==> src/pdm_pkg.sv <==
package pdm_pkg;
  // Printed offsets are not all word aligned: they are indices, byte address is four times them
  localparam logic [31:0] STANDBY_CONTROL_IDX = 32'hFFFFFF82;
  localparam logic [31:0] STANDBY_CONTROL_TWO_IDX = 32'hFFFFFF88;
  localparam logic [31:0] STANDBY_CONTROL_ADDR = {STANDBY_CONTROL_IDX[29:0], 2'b00};
  localparam logic [31:0] STANDBY_CONTROL_TWO_ADDR = {STANDBY_CONTROL_TWO_IDX[29:0], 2'b00};
  localparam logic [7:0] STANDBY_CONTROL_RESET = 8'h00;
  localparam logic [7:0] STANDBY_CONTROL_TWO_RESET = 8'h00;
  localparam logic [7:0] STANDBY_CONTROL_WMASK = 8'h97;
  localparam int STANDBY_SELECT_BIT = 7;
  localparam int OSC_KEEP_BIT = 4;
  localparam int TIMER_STOP_BIT = 2;
  localparam int RTC_STOP_BIT = 1;
  localparam int SERIAL_STOP_BIT = 0;
  localparam logic [31:0] RDATA_ZERO = 32'h00000000;

  typedef enum logic [2:0] {
    ST_RESET = 3'b000,
    ST_NORMAL = 3'b001,
    ST_SLEEP = 3'b010,
    ST_STANDBY = 3'b011,
    ST_WAKE = 3'b100,
    ST_HWSTBY = 3'b101
  } pd_state_t;

  localparam logic [1:0] PS_RESET = 2'b11;
  localparam logic [1:0] PS_SLEEP = 2'b10;
  localparam logic [1:0] PS_STANDBY = 2'b01;
  localparam logic [1:0] PS_NORMAL = 2'b00;
endpackage : pdm_pkg

==> src/power_down_mode_control.sv <==
// Added by the designer: the APB slave port.
`timescale 1ns/100ps
`default_nettype none
module power_down_mode_control
  import pdm_pkg::*;
(
  input wire logic pclk,
  input wire logic presetn,
  input wire logic manual_reset_n,
  input wire logic psel,
  input wire logic penable,
  input wire logic pwrite,
  input wire logic [31:0] paddr,
  input wire logic [31:0] pwdata,
  output logic [31:0] prdata,
  output logic pready,
  output logic pslverr,
  input wire logic halt_exec,
  input wire logic int_accept,
  input wire logic wakeup_int,
  input wire logic wdt_overflow,
  input wire logic hw_standby_request_n,
  input wire logic rtc_start,
  input wire logic timer_clk_from_rtc,
  output logic proc_state_upper,
  output logic proc_state_lower,
  output logic wakeup_n,
  output logic cpu_halt,
  output logic osc_run,
  output logic periph_run,
  output logic mem_self_refresh,
  output logic timer_clk_en,
  output logic rtc_if_clk_en,
  output logic rtc_count_en,
  output logic serial_clk_en,
  output logic timer_pin_hold,
  output logic serial_pin_reset
);

////////////////////////////////////////////////////////////////////////////////
  logic [7:0] standby_control_q;
  logic [7:0] standby_control_two_q;
  logic [31:0] prdata_q;
  logic pslverr_q;
  logic setup;
  logic wr_en;
  logic hit_one;
  logic hit_two;
  pd_state_t state_q;
  pd_state_t state_d;

  assign setup = psel && !penable;
  assign hit_one = (paddr == STANDBY_CONTROL_ADDR);
  assign hit_two = (paddr == STANDBY_CONTROL_TWO_ADDR);
  assign wr_en = psel && penable && pwrite;
  assign pready = 1'b1;
  assign prdata = prdata_q;
  assign pslverr = pslverr_q && psel && penable;

  // Only the power-on reset clears these; manual reset leaves them alone
  always_ff @(posedge pclk or negedge presetn)
  begin
    if (!presetn)
    begin
      standby_control_q <= STANDBY_CONTROL_RESET;
      standby_control_two_q <= STANDBY_CONTROL_TWO_RESET;
    end
    else if (wr_en && hit_one)
    begin
      standby_control_q <= pwdata[7:0] & STANDBY_CONTROL_WMASK;
    end
    else if (wr_en && hit_two)
    begin
      standby_control_two_q <= pwdata[7:0];
    end
  end

  // Read data is captured in the setup cycle so the access phase needs no wait
  always_ff @(posedge pclk or negedge presetn)
  begin
    if (!presetn)
    begin
      prdata_q <= RDATA_ZERO;
      pslverr_q <= 1'b0;
    end
    else if (setup)
    begin
      pslverr_q <= !(hit_one || hit_two);
      if (hit_one)
      begin
        prdata_q <= {24'h000000, standby_control_q & STANDBY_CONTROL_WMASK};
      end
      else if (hit_two)
      begin
        prdata_q <= {24'h000000, standby_control_two_q};
      end
      else
      begin
        prdata_q <= RDATA_ZERO;
      end
    end
  end

////////////////////////////////////////////////////////////////////////////////
  always_comb
  begin
    state_d = state_q;
    case (state_q)
      ST_RESET:
        state_d = ST_NORMAL;
      ST_NORMAL:
        if (halt_exec)
        begin
          if (standby_control_q[STANDBY_SELECT_BIT])
            state_d = ST_STANDBY;
          else
            state_d = ST_SLEEP;
        end
      ST_SLEEP:
        if (int_accept)
          state_d = ST_NORMAL;
      ST_STANDBY:
        if (int_accept || wakeup_int)
          state_d = ST_WAKE;
      ST_WAKE:
        if (wdt_overflow)
          state_d = ST_NORMAL;
      ST_HWSTBY:
        state_d = ST_HWSTBY;
      default:
        state_d = ST_RESET;
    endcase
    // Pin standby outranks everything except power-on reset
    if (state_q != ST_HWSTBY && !manual_reset_n)
      state_d = ST_RESET;
    if (!hw_standby_request_n)
      state_d = ST_HWSTBY;
  end

  always_ff @(posedge pclk or negedge presetn)
  begin
    if (!presetn)
      state_q <= ST_RESET;
    else
      state_q <= state_d;
  end

////////////////////////////////////////////////////////////////////////////////
  logic in_standby_select;
  logic in_hw;
  logic run_all;
  assign in_standby_select = (state_d == ST_STANDBY) || (state_d == ST_WAKE);
  assign in_hw = (state_d == ST_HWSTBY);
  assign run_all = !in_standby_select && !in_hw;

  always_ff @(posedge pclk or negedge presetn)
  begin
    if (!presetn)
    begin
      proc_state_upper <= PS_RESET[1];
      proc_state_lower <= PS_RESET[0];
      wakeup_n <= 1'b1;
      cpu_halt <= 1'b1;
      osc_run <= 1'b1;
      periph_run <= 1'b1;
      mem_self_refresh <= 1'b0;
    end
    else
    begin
      case (state_d)
        ST_RESET:
          {proc_state_upper, proc_state_lower} <= PS_RESET;
        ST_SLEEP:
          {proc_state_upper, proc_state_lower} <= PS_SLEEP;
        ST_NORMAL:
          {proc_state_upper, proc_state_lower} <= PS_NORMAL;
        default:
          {proc_state_upper, proc_state_lower} <= PS_STANDBY;
      endcase
      wakeup_n <= (state_d != ST_WAKE);
      cpu_halt <= (state_d != ST_NORMAL);
      osc_run <= !in_hw && !(in_standby_select && !standby_control_q[OSC_KEEP_BIT]);
      periph_run <= run_all;
      mem_self_refresh <= !run_all;
    end
  end

  // Module clock gates and pin controls, from the stop bits and the power-down state
  always_ff @(posedge pclk or negedge presetn)
  begin
    if (!presetn)
    begin
      timer_clk_en <= 1'b1;
      rtc_if_clk_en <= 1'b1;
      rtc_count_en <= 1'b1;
      serial_clk_en <= 1'b1;
      timer_pin_hold <= 1'b0;
      serial_pin_reset <= 1'b0;
    end
    else
    begin
      // Timer on the counter's output survives standby but never pin standby
      timer_clk_en <= !standby_control_q[TIMER_STOP_BIT] && !in_hw
        && (run_all || timer_clk_from_rtc);
      rtc_if_clk_en <= !standby_control_q[RTC_STOP_BIT] && run_all;
      // Counter is not stopped by its stop bit, only the register interface is
      rtc_count_en <= run_all || rtc_start;
      serial_clk_en <= !standby_control_q[SERIAL_STOP_BIT] && run_all;
      timer_pin_hold <= standby_control_q[TIMER_STOP_BIT];
      serial_pin_reset <= standby_control_q[SERIAL_STOP_BIT];
    end
  end

////////////////////////////////////////////////////////////////////////////////
  sleep_entry_a: assert property (@(posedge pclk) disable iff (!presetn)
    state_q == ST_NORMAL && halt_exec && !standby_control_q[STANDBY_SELECT_BIT]
    && manual_reset_n && hw_standby_request_n
    |=> state_q == ST_SLEEP ##0 {proc_state_upper, proc_state_lower} == PS_SLEEP)
    else $error("sleep not entered");

  standby_entry_a: assert property (@(posedge pclk) disable iff (!presetn)
    state_q == ST_NORMAL && halt_exec && standby_control_q[STANDBY_SELECT_BIT]
    && manual_reset_n && hw_standby_request_n
    |=> mem_self_refresh && !periph_run && cpu_halt)
    else $error("standby not entered");

  sleep_exit_a: assert property (@(posedge pclk) disable iff (!presetn)
    state_q == ST_SLEEP && int_accept && manual_reset_n && hw_standby_request_n
    |=> state_q == ST_NORMAL && !cpu_halt)
    else $error("sleep not left on interrupt");

  hw_standby_a: assert property (@(posedge pclk) disable iff (!presetn)
    !hw_standby_request_n |=> state_q == ST_HWSTBY ##1 state_q == ST_HWSTBY)
    else $error("pin standby lost");

  hw_timer_a: assert property (@(posedge pclk) disable iff (!presetn)
    state_q == ST_HWSTBY |-> !timer_clk_en)
    else $error("timer runs in pin standby");

  state_pins_a: assert property (@(posedge pclk) disable iff (!presetn)
    !manual_reset_n && hw_standby_request_n && state_q != ST_HWSTBY
    |=> proc_state_upper && proc_state_lower)
    else $error("reset code missing on state pins");

  wake_pin_a: assert property (@(posedge pclk) disable iff (!presetn)
    $fell(wakeup_n) |-> $past(state_q) == ST_STANDBY)
    else $error("wake indicator fell outside standby");

  reg_keep_a: assert property (@(posedge pclk) disable iff (!presetn)
    !manual_reset_n && !(wr_en && hit_one) |=> $stable(standby_control_q))
    else $error("manual reset changed register");

  reserved_a: assert property (@(posedge pclk) disable iff (!presetn)
    (standby_control_q & ~STANDBY_CONTROL_WMASK) == 8'h00)
    else $error("reserved bits set");

  osc_keep_a: assert property (@(posedge pclk) disable iff (!presetn)
    state_q == ST_STANDBY && !in_hw |-> osc_run == standby_control_q[OSC_KEEP_BIT])
    else $error("oscillator control wrong");

  serial_gate_a: assert property (@(posedge pclk) disable iff (!presetn)
    standby_control_q[SERIAL_STOP_BIT] |=> !serial_clk_en)
    else $error("serial clock not stopped");

  rtc_if_a: assert property (@(posedge pclk) disable iff (!presetn)
    $past(standby_control_q[RTC_STOP_BIT]) && $past(run_all) |-> !rtc_if_clk_en && rtc_count_en)
    else $error("counter interface gating wrong");

  // Outputs follow the next state, so checks one edge later compare against past inputs
  sleep_run_a: assert property (@(posedge pclk) disable iff (!presetn)
    state_q == ST_SLEEP |-> osc_run && periph_run && !mem_self_refresh && cpu_halt)
    else $error("sleep stopped the wrong units");

  halt_ignored_a: assert property (@(posedge pclk) disable iff (!presetn)
    state_q == ST_SLEEP && halt_exec && !int_accept && manual_reset_n
    && hw_standby_request_n |=> state_q == ST_SLEEP)
    else $error("halt acted outside normal operation");

  osc_stop_a: assert property (@(posedge pclk) disable iff (!presetn)
    in_standby_select && !standby_control_q[OSC_KEEP_BIT] |=> !osc_run)
    else $error("oscillator kept running in standby");

  periph_halt_a: assert property (@(posedge pclk) disable iff (!presetn)
    in_standby_select || in_hw |=> !periph_run && !serial_clk_en && !rtc_if_clk_en)
    else $error("peripheral clocks run in standby");

  manual_exit_a: assert property (@(posedge pclk) disable iff (!presetn)
    state_q == ST_STANDBY && !manual_reset_n && hw_standby_request_n
    |=> state_q == ST_RESET && proc_state_upper && proc_state_lower)
    else $error("manual reset did not end standby");

  standby_select_counter_a: assert property (@(posedge pclk) disable iff (!presetn)
    in_standby_select |=> rtc_count_en == $past(rtc_start))
    else $error("counter run wrong in standby");

  standby_select_timer_a: assert property (@(posedge pclk) disable iff (!presetn)
    in_standby_select && !timer_clk_from_rtc |=> !timer_clk_en)
    else $error("timer runs in standby without counter clock");

  hw_outputs_a: assert property (@(posedge pclk) disable iff (!presetn)
    in_hw |=> cpu_halt && !osc_run && mem_self_refresh)
    else $error("pin standby outputs wrong");

  hw_exit_a: assert property (@(posedge pclk) disable iff (!presetn)
    state_q == ST_HWSTBY |=> state_q == ST_HWSTBY)
    else $error("pin standby left without power-on reset");

  hw_counter_a: assert property (@(posedge pclk) disable iff (!presetn)
    in_hw |=> rtc_count_en == $past(rtc_start))
    else $error("counter run wrong in pin standby");

  pin_levels_a: assert property (@(posedge pclk) disable iff (!presetn)
    timer_pin_hold == $past(standby_control_q[TIMER_STOP_BIT])
    && serial_pin_reset == $past(standby_control_q[SERIAL_STOP_BIT]))
    else $error("module standby pin control wrong");

  normal_pins_a: assert property (@(posedge pclk) disable iff (!presetn)
    state_q == ST_NORMAL |-> !proc_state_upper && !proc_state_lower && !cpu_halt)
    else $error("normal code missing on state pins");

  wake_entry_a: assert property (@(posedge pclk) disable iff (!presetn)
    state_q == ST_STANDBY && wakeup_int && manual_reset_n && hw_standby_request_n
    |=> !wakeup_n)
    else $error("wake indicator not asserted");

  wake_release_a: assert property (@(posedge pclk) disable iff (!presetn)
    state_q == ST_WAKE && wdt_overflow && manual_reset_n && hw_standby_request_n
    |=> wakeup_n && !cpu_halt)
    else $error("wake indicator not released on overflow");

  read_zero_a: assert property (@(posedge pclk) disable iff (!presetn)
    psel && penable && !pwrite && hit_one
    |-> (prdata[7:0] & ~STANDBY_CONTROL_WMASK) == 8'h00)
    else $error("reserved bits read back nonzero");

  timer_gate_a: assert property (@(posedge pclk) disable iff (!presetn)
    standby_control_q[TIMER_STOP_BIT] |=> !timer_clk_en)
    else $error("timer clock not stopped");

  cov_sleep_c: cover property (@(posedge pclk) disable iff (!presetn)
    state_q == ST_SLEEP ##1 state_q == ST_NORMAL);
  cov_wake_c: cover property (@(posedge pclk) disable iff (!presetn)
    state_q == ST_WAKE ##1 state_q == ST_NORMAL);
  cov_hw_c: cover property (@(posedge pclk) disable iff (!presetn)
    state_q == ST_HWSTBY);
  cov_standby_select_c: cover property (@(posedge pclk) disable iff (!presetn)
    state_q == ST_STANDBY ##1 state_q == ST_WAKE);
  cov_mreset_c: cover property (@(posedge pclk) disable iff (!presetn)
    state_q == ST_STANDBY ##1 state_q == ST_RESET);

endmodule : power_down_mode_control
`default_nettype wire

==> config.mk <==
export PLATFORM = sky130hd
export DESIGN_NAME = power_down_mode_control
export DESIGN_NICKNAME = d
export VERILOG_FILES = /design/src/pdm_pkg.sv /design/src/power_down_mode_control.sv
export SDC_FILE = /design/constraint.sdc
export NUM_CORES = 1
export LEC_CHECK = 0
export BUFFER_PORTS_ARGS = -buffer_cell sky130_fd_sc_hd__buf_2
export CORE_ASPECT_RATIO = 1.5
export CORE_UTILIZATION = 46
export CTS_BUF_LIST = sky130_fd_sc_hd__clkbuf_4
export CTS_CLUSTER_DIAMETER = 50
export DETAILED_ROUTE_END_ITERATION = 8
export GPL_ROUTABILITY_DRIVEN = 0
export GPL_TIMING_DRIVEN = 0
export PLACE_DENSITY = 0.86
export SLEW_MARGIN = 0
export SYNTH_ARGS = -nofsm -noshare
export SYNTH_HDL_FRONTEND = slang
export SYNTH_SLANG_ARGS = --single-unit
==> constraint.sdc <==
create_clock -name pclk -period 4.5 [get_ports pclk]
set_input_delay 0.9 -clock pclk [delete_from_list [all_inputs] [get_ports pclk]]
set_output_delay 0.9 -clock pclk [all_outputs]
set_load 0.02 [all_outputs]
# == Yosys cells after proc, flatten, opt, wreduce, memory -nomap -nowiden ==
# Cells that the tools add are included.
# word_totals
output_inout_bits,47
reg_bits,62
in_bits,77
wordCells,82
# classes
n_eq_ne,15
reduce_logical,36
mux,12
bitwise_logic,1
# ops
operator,n
$eq 32x32->1 const B,2
$mux 3,6
$pmux 3 s6,1
$mux 8,2
$logic_and 1x1->1,15
$eq 3x2->1 const B,4
$eq 3x3->1 const B,4
$logic_not 1->1,11
$eq 3x1->1 const B,2
$logic_not 3->1,2
$ne 3x3->1 const B,2
$logic_or 1x1->1,5
$reduce_or 2->1,2
$mux 1,3
$ne 3x1->1 const B,1
$reduce_and 2->1,1
$not 1->1,1

# == Logic depth before layout (Yosys ltp) ==
# depth
depth_word,11
mapped_depth,6

# == Least setup slack after synthesis ==
# OpenSTA, ideal clock, no wires.
# synth_path
kind,input -> register
start,input port paddr[2]
end,register standby_control_two_q[0]
path_stages,5
path_slack_ns,1.863
arrival_ns,2.513
required_time_ns,4.375
setup_time_ns,0.125
n_path_buf,0
path_cell_list,nand4b_1 > or4_4 > nor4_4 > nand4_2 > mux2_2
# synth_via
elab_chain_cells,4
word_cells_on_any_way,6
classes_between,2 x eq/ne; 1 x bitwise; 3 x reduce/logical
# synth_rtl
item,line,rtl
"start, declared",power_down_mode_control.sv:13,"input wire logic [31:0] paddr,"
$eq 32x32->1,power_down_mode_control.sv:53,assign hit_one = (paddr == STANDBY_CONTROL_ADDR);
$logic_and 1x1->1,power_down_mode_control.sv:68,else if (wr_en && hit_one)
$not 1->1 (no line),n/a,
$reduce_and 2->1 (no line) (*),n/a,
"end signal, assigned",power_down_mode_control.sv:74,standby_control_two_q <= pwdata[7:0];
"end, declared",power_down_mode_control.sv:42,logic [7:0] standby_control_two_q;
# Every way passes the cells marked *; elsewhere a longest branch is shown, timed or not.
# A chain may end at the register's enable or synchronous reset.

# == Worst setup path in the final report ==
# layout_path
start,input port paddr[2]
end,register standby_control_q[4]
# layout_via
elab_chain_cells,2
# layout_rtl
item,line,rtl
$eq 32x32->1,power_down_mode_control.sv:53,
$logic_and 1x1->1,power_down_mode_control.sv:68,
"end signal, assigned",power_down_mode_control.sv:70,standby_control_q <= pwdata[7:0] & STANDBY_CONTROL_WMASK;
"end, declared",power_down_mode_control.sv:41,logic [7:0] standby_control_q;
# No other way between the ends.

==> impl_metrics.json <==
{
  "finalClockSkew_ps": 11.8,
  "cts_resized": 0,
  "clk_path_buf_depth": 2,
  "max-vdd-ir-drop_mv": 0.212,
  "wl_mm": 3.65,
  "core_mm2": 0.00372,
  "worstHoldPathType": "reg -> reg",
  "period_minus_slack_ps": 2590,
  "yosys-top-cells-area": "dfrtp_1, dfstp_2, buf_4",
  "io_pins": 124,
  "r2r_start": "state_q[1]",
  "numClockSinks": 38,
  "first_pass_iters": 4,
  "yosys_register_bits": 38,
  "drt_iter0_drc": 19,
  "p_sw_share_pct": 27.3,
  "dp_hpwl_mm": 2.92,
  "postCtsSetupRepairBufs": 0,
  "crit_arrival_ps": 2820,
  "power.total_uw": 645,
  "crit_slowest_cell": "or4_4",
  "port_buffers": 74,
  "dieArea_mm2": 0.00418,
  "cts_hold_buf": 0,
  "hp-start": "standby_control_q[1]",
  "yosysWarnings": 0,
  "min_path_cells": 1,
  "synth_area_mm2": 0.00181,
  "synthDistinctLibCells": 33,
  "avgSynthCellArea_um2": 11.9,
  "root_buffer": "clkbuf_4",
  "period_share_pct": 57.5,
  "syn_to_final_growth_pct": 31.3,
  "crit_path_start_kind": "input pin",
  "r2r_slack_ps": 2790,
  "grt_pass1_vias": 1408,
  "fin_util_pct": 63.8,
  "diodes": 0,
  "slew_headroom_pct": 46.2,
  "p_comb_share_pct": 17.5,
  "critPathCaptureType": "flop",
  "placement.cell_area_mm2": 0.00232,
  "min_to": "rtc_if_clk_en",
  "finalHoldViolCount": 0,
  "yosysSeqAreaShare_pct": 53.4,
  "switching_power_uw": 176,
  "final_common_cell": "buf_2",
  "wl_per_cell_um": 12.2,
  "clk_pin_slew_ps": 110,
  "antenna_found_initial": 0,
  "maxSlewViolCount": 0,
  "drive_gt1_share_pct": 53.3,
  "grt_pass1_wl_mm": 5.79,
  "timing.rr.end": "rtc_count_en",
  "ant_nets": 0,
  "cts_tree": "done",
  "drc_errors": 0,
  "r2r_cells": 5,
  "h-tree-depth": 2,
  "viasPerCell": 4.81,
  "tns_ps": 0,
  "clockPowerShare_pct": 26.7,
  "fin_nets": 333,
  "rsz0062_at_grt": "no",
  "final_cell_mix": "buf_2, dfrtp_1, buf_4, conb_1, mux2_2",
  "multi_input_area_um2": 721,
  "post-synth-top-area-fraction_pct": 38.8,
  "maxCapViolCount": 0,
  "tightestPinTransition_ps": 807,
  "p_leak_nw": 1.35,
  "numCtsBuffers": 5,
  "clk_latency_ps": 340,
  "vias": 1442,
  "grt_max_degree": 39,
  "p_int_uw": 469,
  "fillerInstances": 307,
  "die_x_um": 53.2,
  "fmax_mhz": 386,
  "outcome": "complete, no violations",
  "start_util_pct": 48.6,
  "die_h_um": 78.7,
  "worstPathCellList": "buf_2 > nand4b_1 > or4_4 > nor4_4 > nand4_1 > mux2_2",
  "fin_hold_ws_ps": 432,
  "grt_overflow_total": 0,
  "path_class": "in -> reg",
  "final-seq-area_um2": 963,
  "setup_viol": 0,
  "synth_top_cell_by_area": "dfrtp_1",
  "powerDensity_mw_per_mm2": 272,
  "required_ps": 4730,
  "seqPwrFrac_pct": 55.8,
  "crit_fanout": 5,
  "grt_use_total_pct": 19.4,
  "critical_path.max_stage_delay_ps": 560,
  "rows": 27,
  "final_cell_area_mm2": 0.00237,
  "syn_inst": 152
}
## cell families (layout without fill, tap and decap cells)
family	count (synthesis)	in the layout	share of synthesized area, %
simple gates	43	43	15.5
flops	38	38	53.4
buf+inv	30	112	11.5
compound gates	24	24	9.91
mux	15	15	9.29
other cells	2	25	0.416
## through the flow
| step | std cells | worst slack, ps |
|---|---|---|
| detailed placement | 292 | 1510 |
| CTS | 300 | 1880 |
| global placement | 292 | 1530 |
| floorplan | 175 | 1860 |
| global route | 300 | 1810 |
| finish | 300 | 1910 |
## critical path: cells and delay by family
family                 cells  cell delay [ps]
AND/OR/NAND/NOR            4             1460
buffers and inverters      1               90
multiplexers               1              370
## synth_stat cells
library cell   n
a21o_1         2
a21oi_1        5
a221o_1        5
a22o_1         3
a32o_1         1
and2_1         6
and3_1         1
and3_2         2
and3b_1        1
buf_2          1
buf_4         25
conb_1         2
dfrtp_1       28
dfstp_2       10
inv_1          4
mux2_2        14
mux2i_1        1
nand2_1        5
nand2b_1       4
nand3b_1       1
nand4_1        5
nand4_2        1
nand4b_1       2
nor2_1         6
nor2b_1        4
nor3b_1        1
nor4_1         1
nor4_4         1
o211ai_1       2
o21a_1         3
o21ai_0        3
or3_1          1
or4_4          1
## registers in the layout, indices dropped and copies added (netlist names)
name	count
rtc_count_en	1
rtc_if_clk_en	1
proc_state_lower	1
standby_control_q	5
mem_self_refresh	1
osc_run	1
state_q	3
pslverr_q	1
proc_state_upper	1
periph_run	1
wakeup_n	1
serial_clk_en	1
prdata	8
cpu_halt	1
serial_pin_reset	1
timer_clk_en	1
timer_pin_hold	1
standby_control_two_q	8
## layout make-up
class,count,share of cell area (%)
sequential,38,40.6
multi-input combinational,107,30.4
timing repair buffer,74,15.6
buffer,26,8.13
tap,43,2.27
clock buffer,6,1.90
inverter,4,0.633
clock inverter,2,0.422
## worst max-delay path by stage
stage / start / to / cells past startpoint / slack (ps)
finish: paddr[2] / standby_control_q[4] / 6 / 1910
global route: paddr[2] / standby_control_q[7] / 6 / 1810
CTS: paddr[2] / standby_control_q[7] / 6 / 1880
detailed placement: paddr[2] / standby_control_q[1] / 6 / 1510
global placement: paddr[2] / standby_control_q[1] / 6 / 1530
floorplan: paddr[2] / standby_control_two_q[0] / 5 / 1860
## routing by layer
layer | wire length [µm] | vias to the layer above | GRT usage (%)
li1 | - | 699 | -
met1 | 1360 | 663 | 19.5
met2 | 1980 | 75 | 36.5
met3 | 259 | 5 | 5.17
met4 | 53 | 0 | 6.32
met5 | 0 | - | 0
## power by group through the flow
stage / Combinational (mW) / Sequential [mW] / Clock (mW)
4_1_cts: 0.113 / 0.360 / 0.179
5_1_grt: 0.124 / 0.362 / 0.194
3_5_place_dp: 0.113 / 0.366 / 0
6_report: 0.113 / 0.360 / 0.172
2_1_floorplan: 0.0590 / 0.377 / 0
3_3_place_gp: 0.111 / 0.366 / 0
No activity file was read; power rests on OpenSTA's default activity.
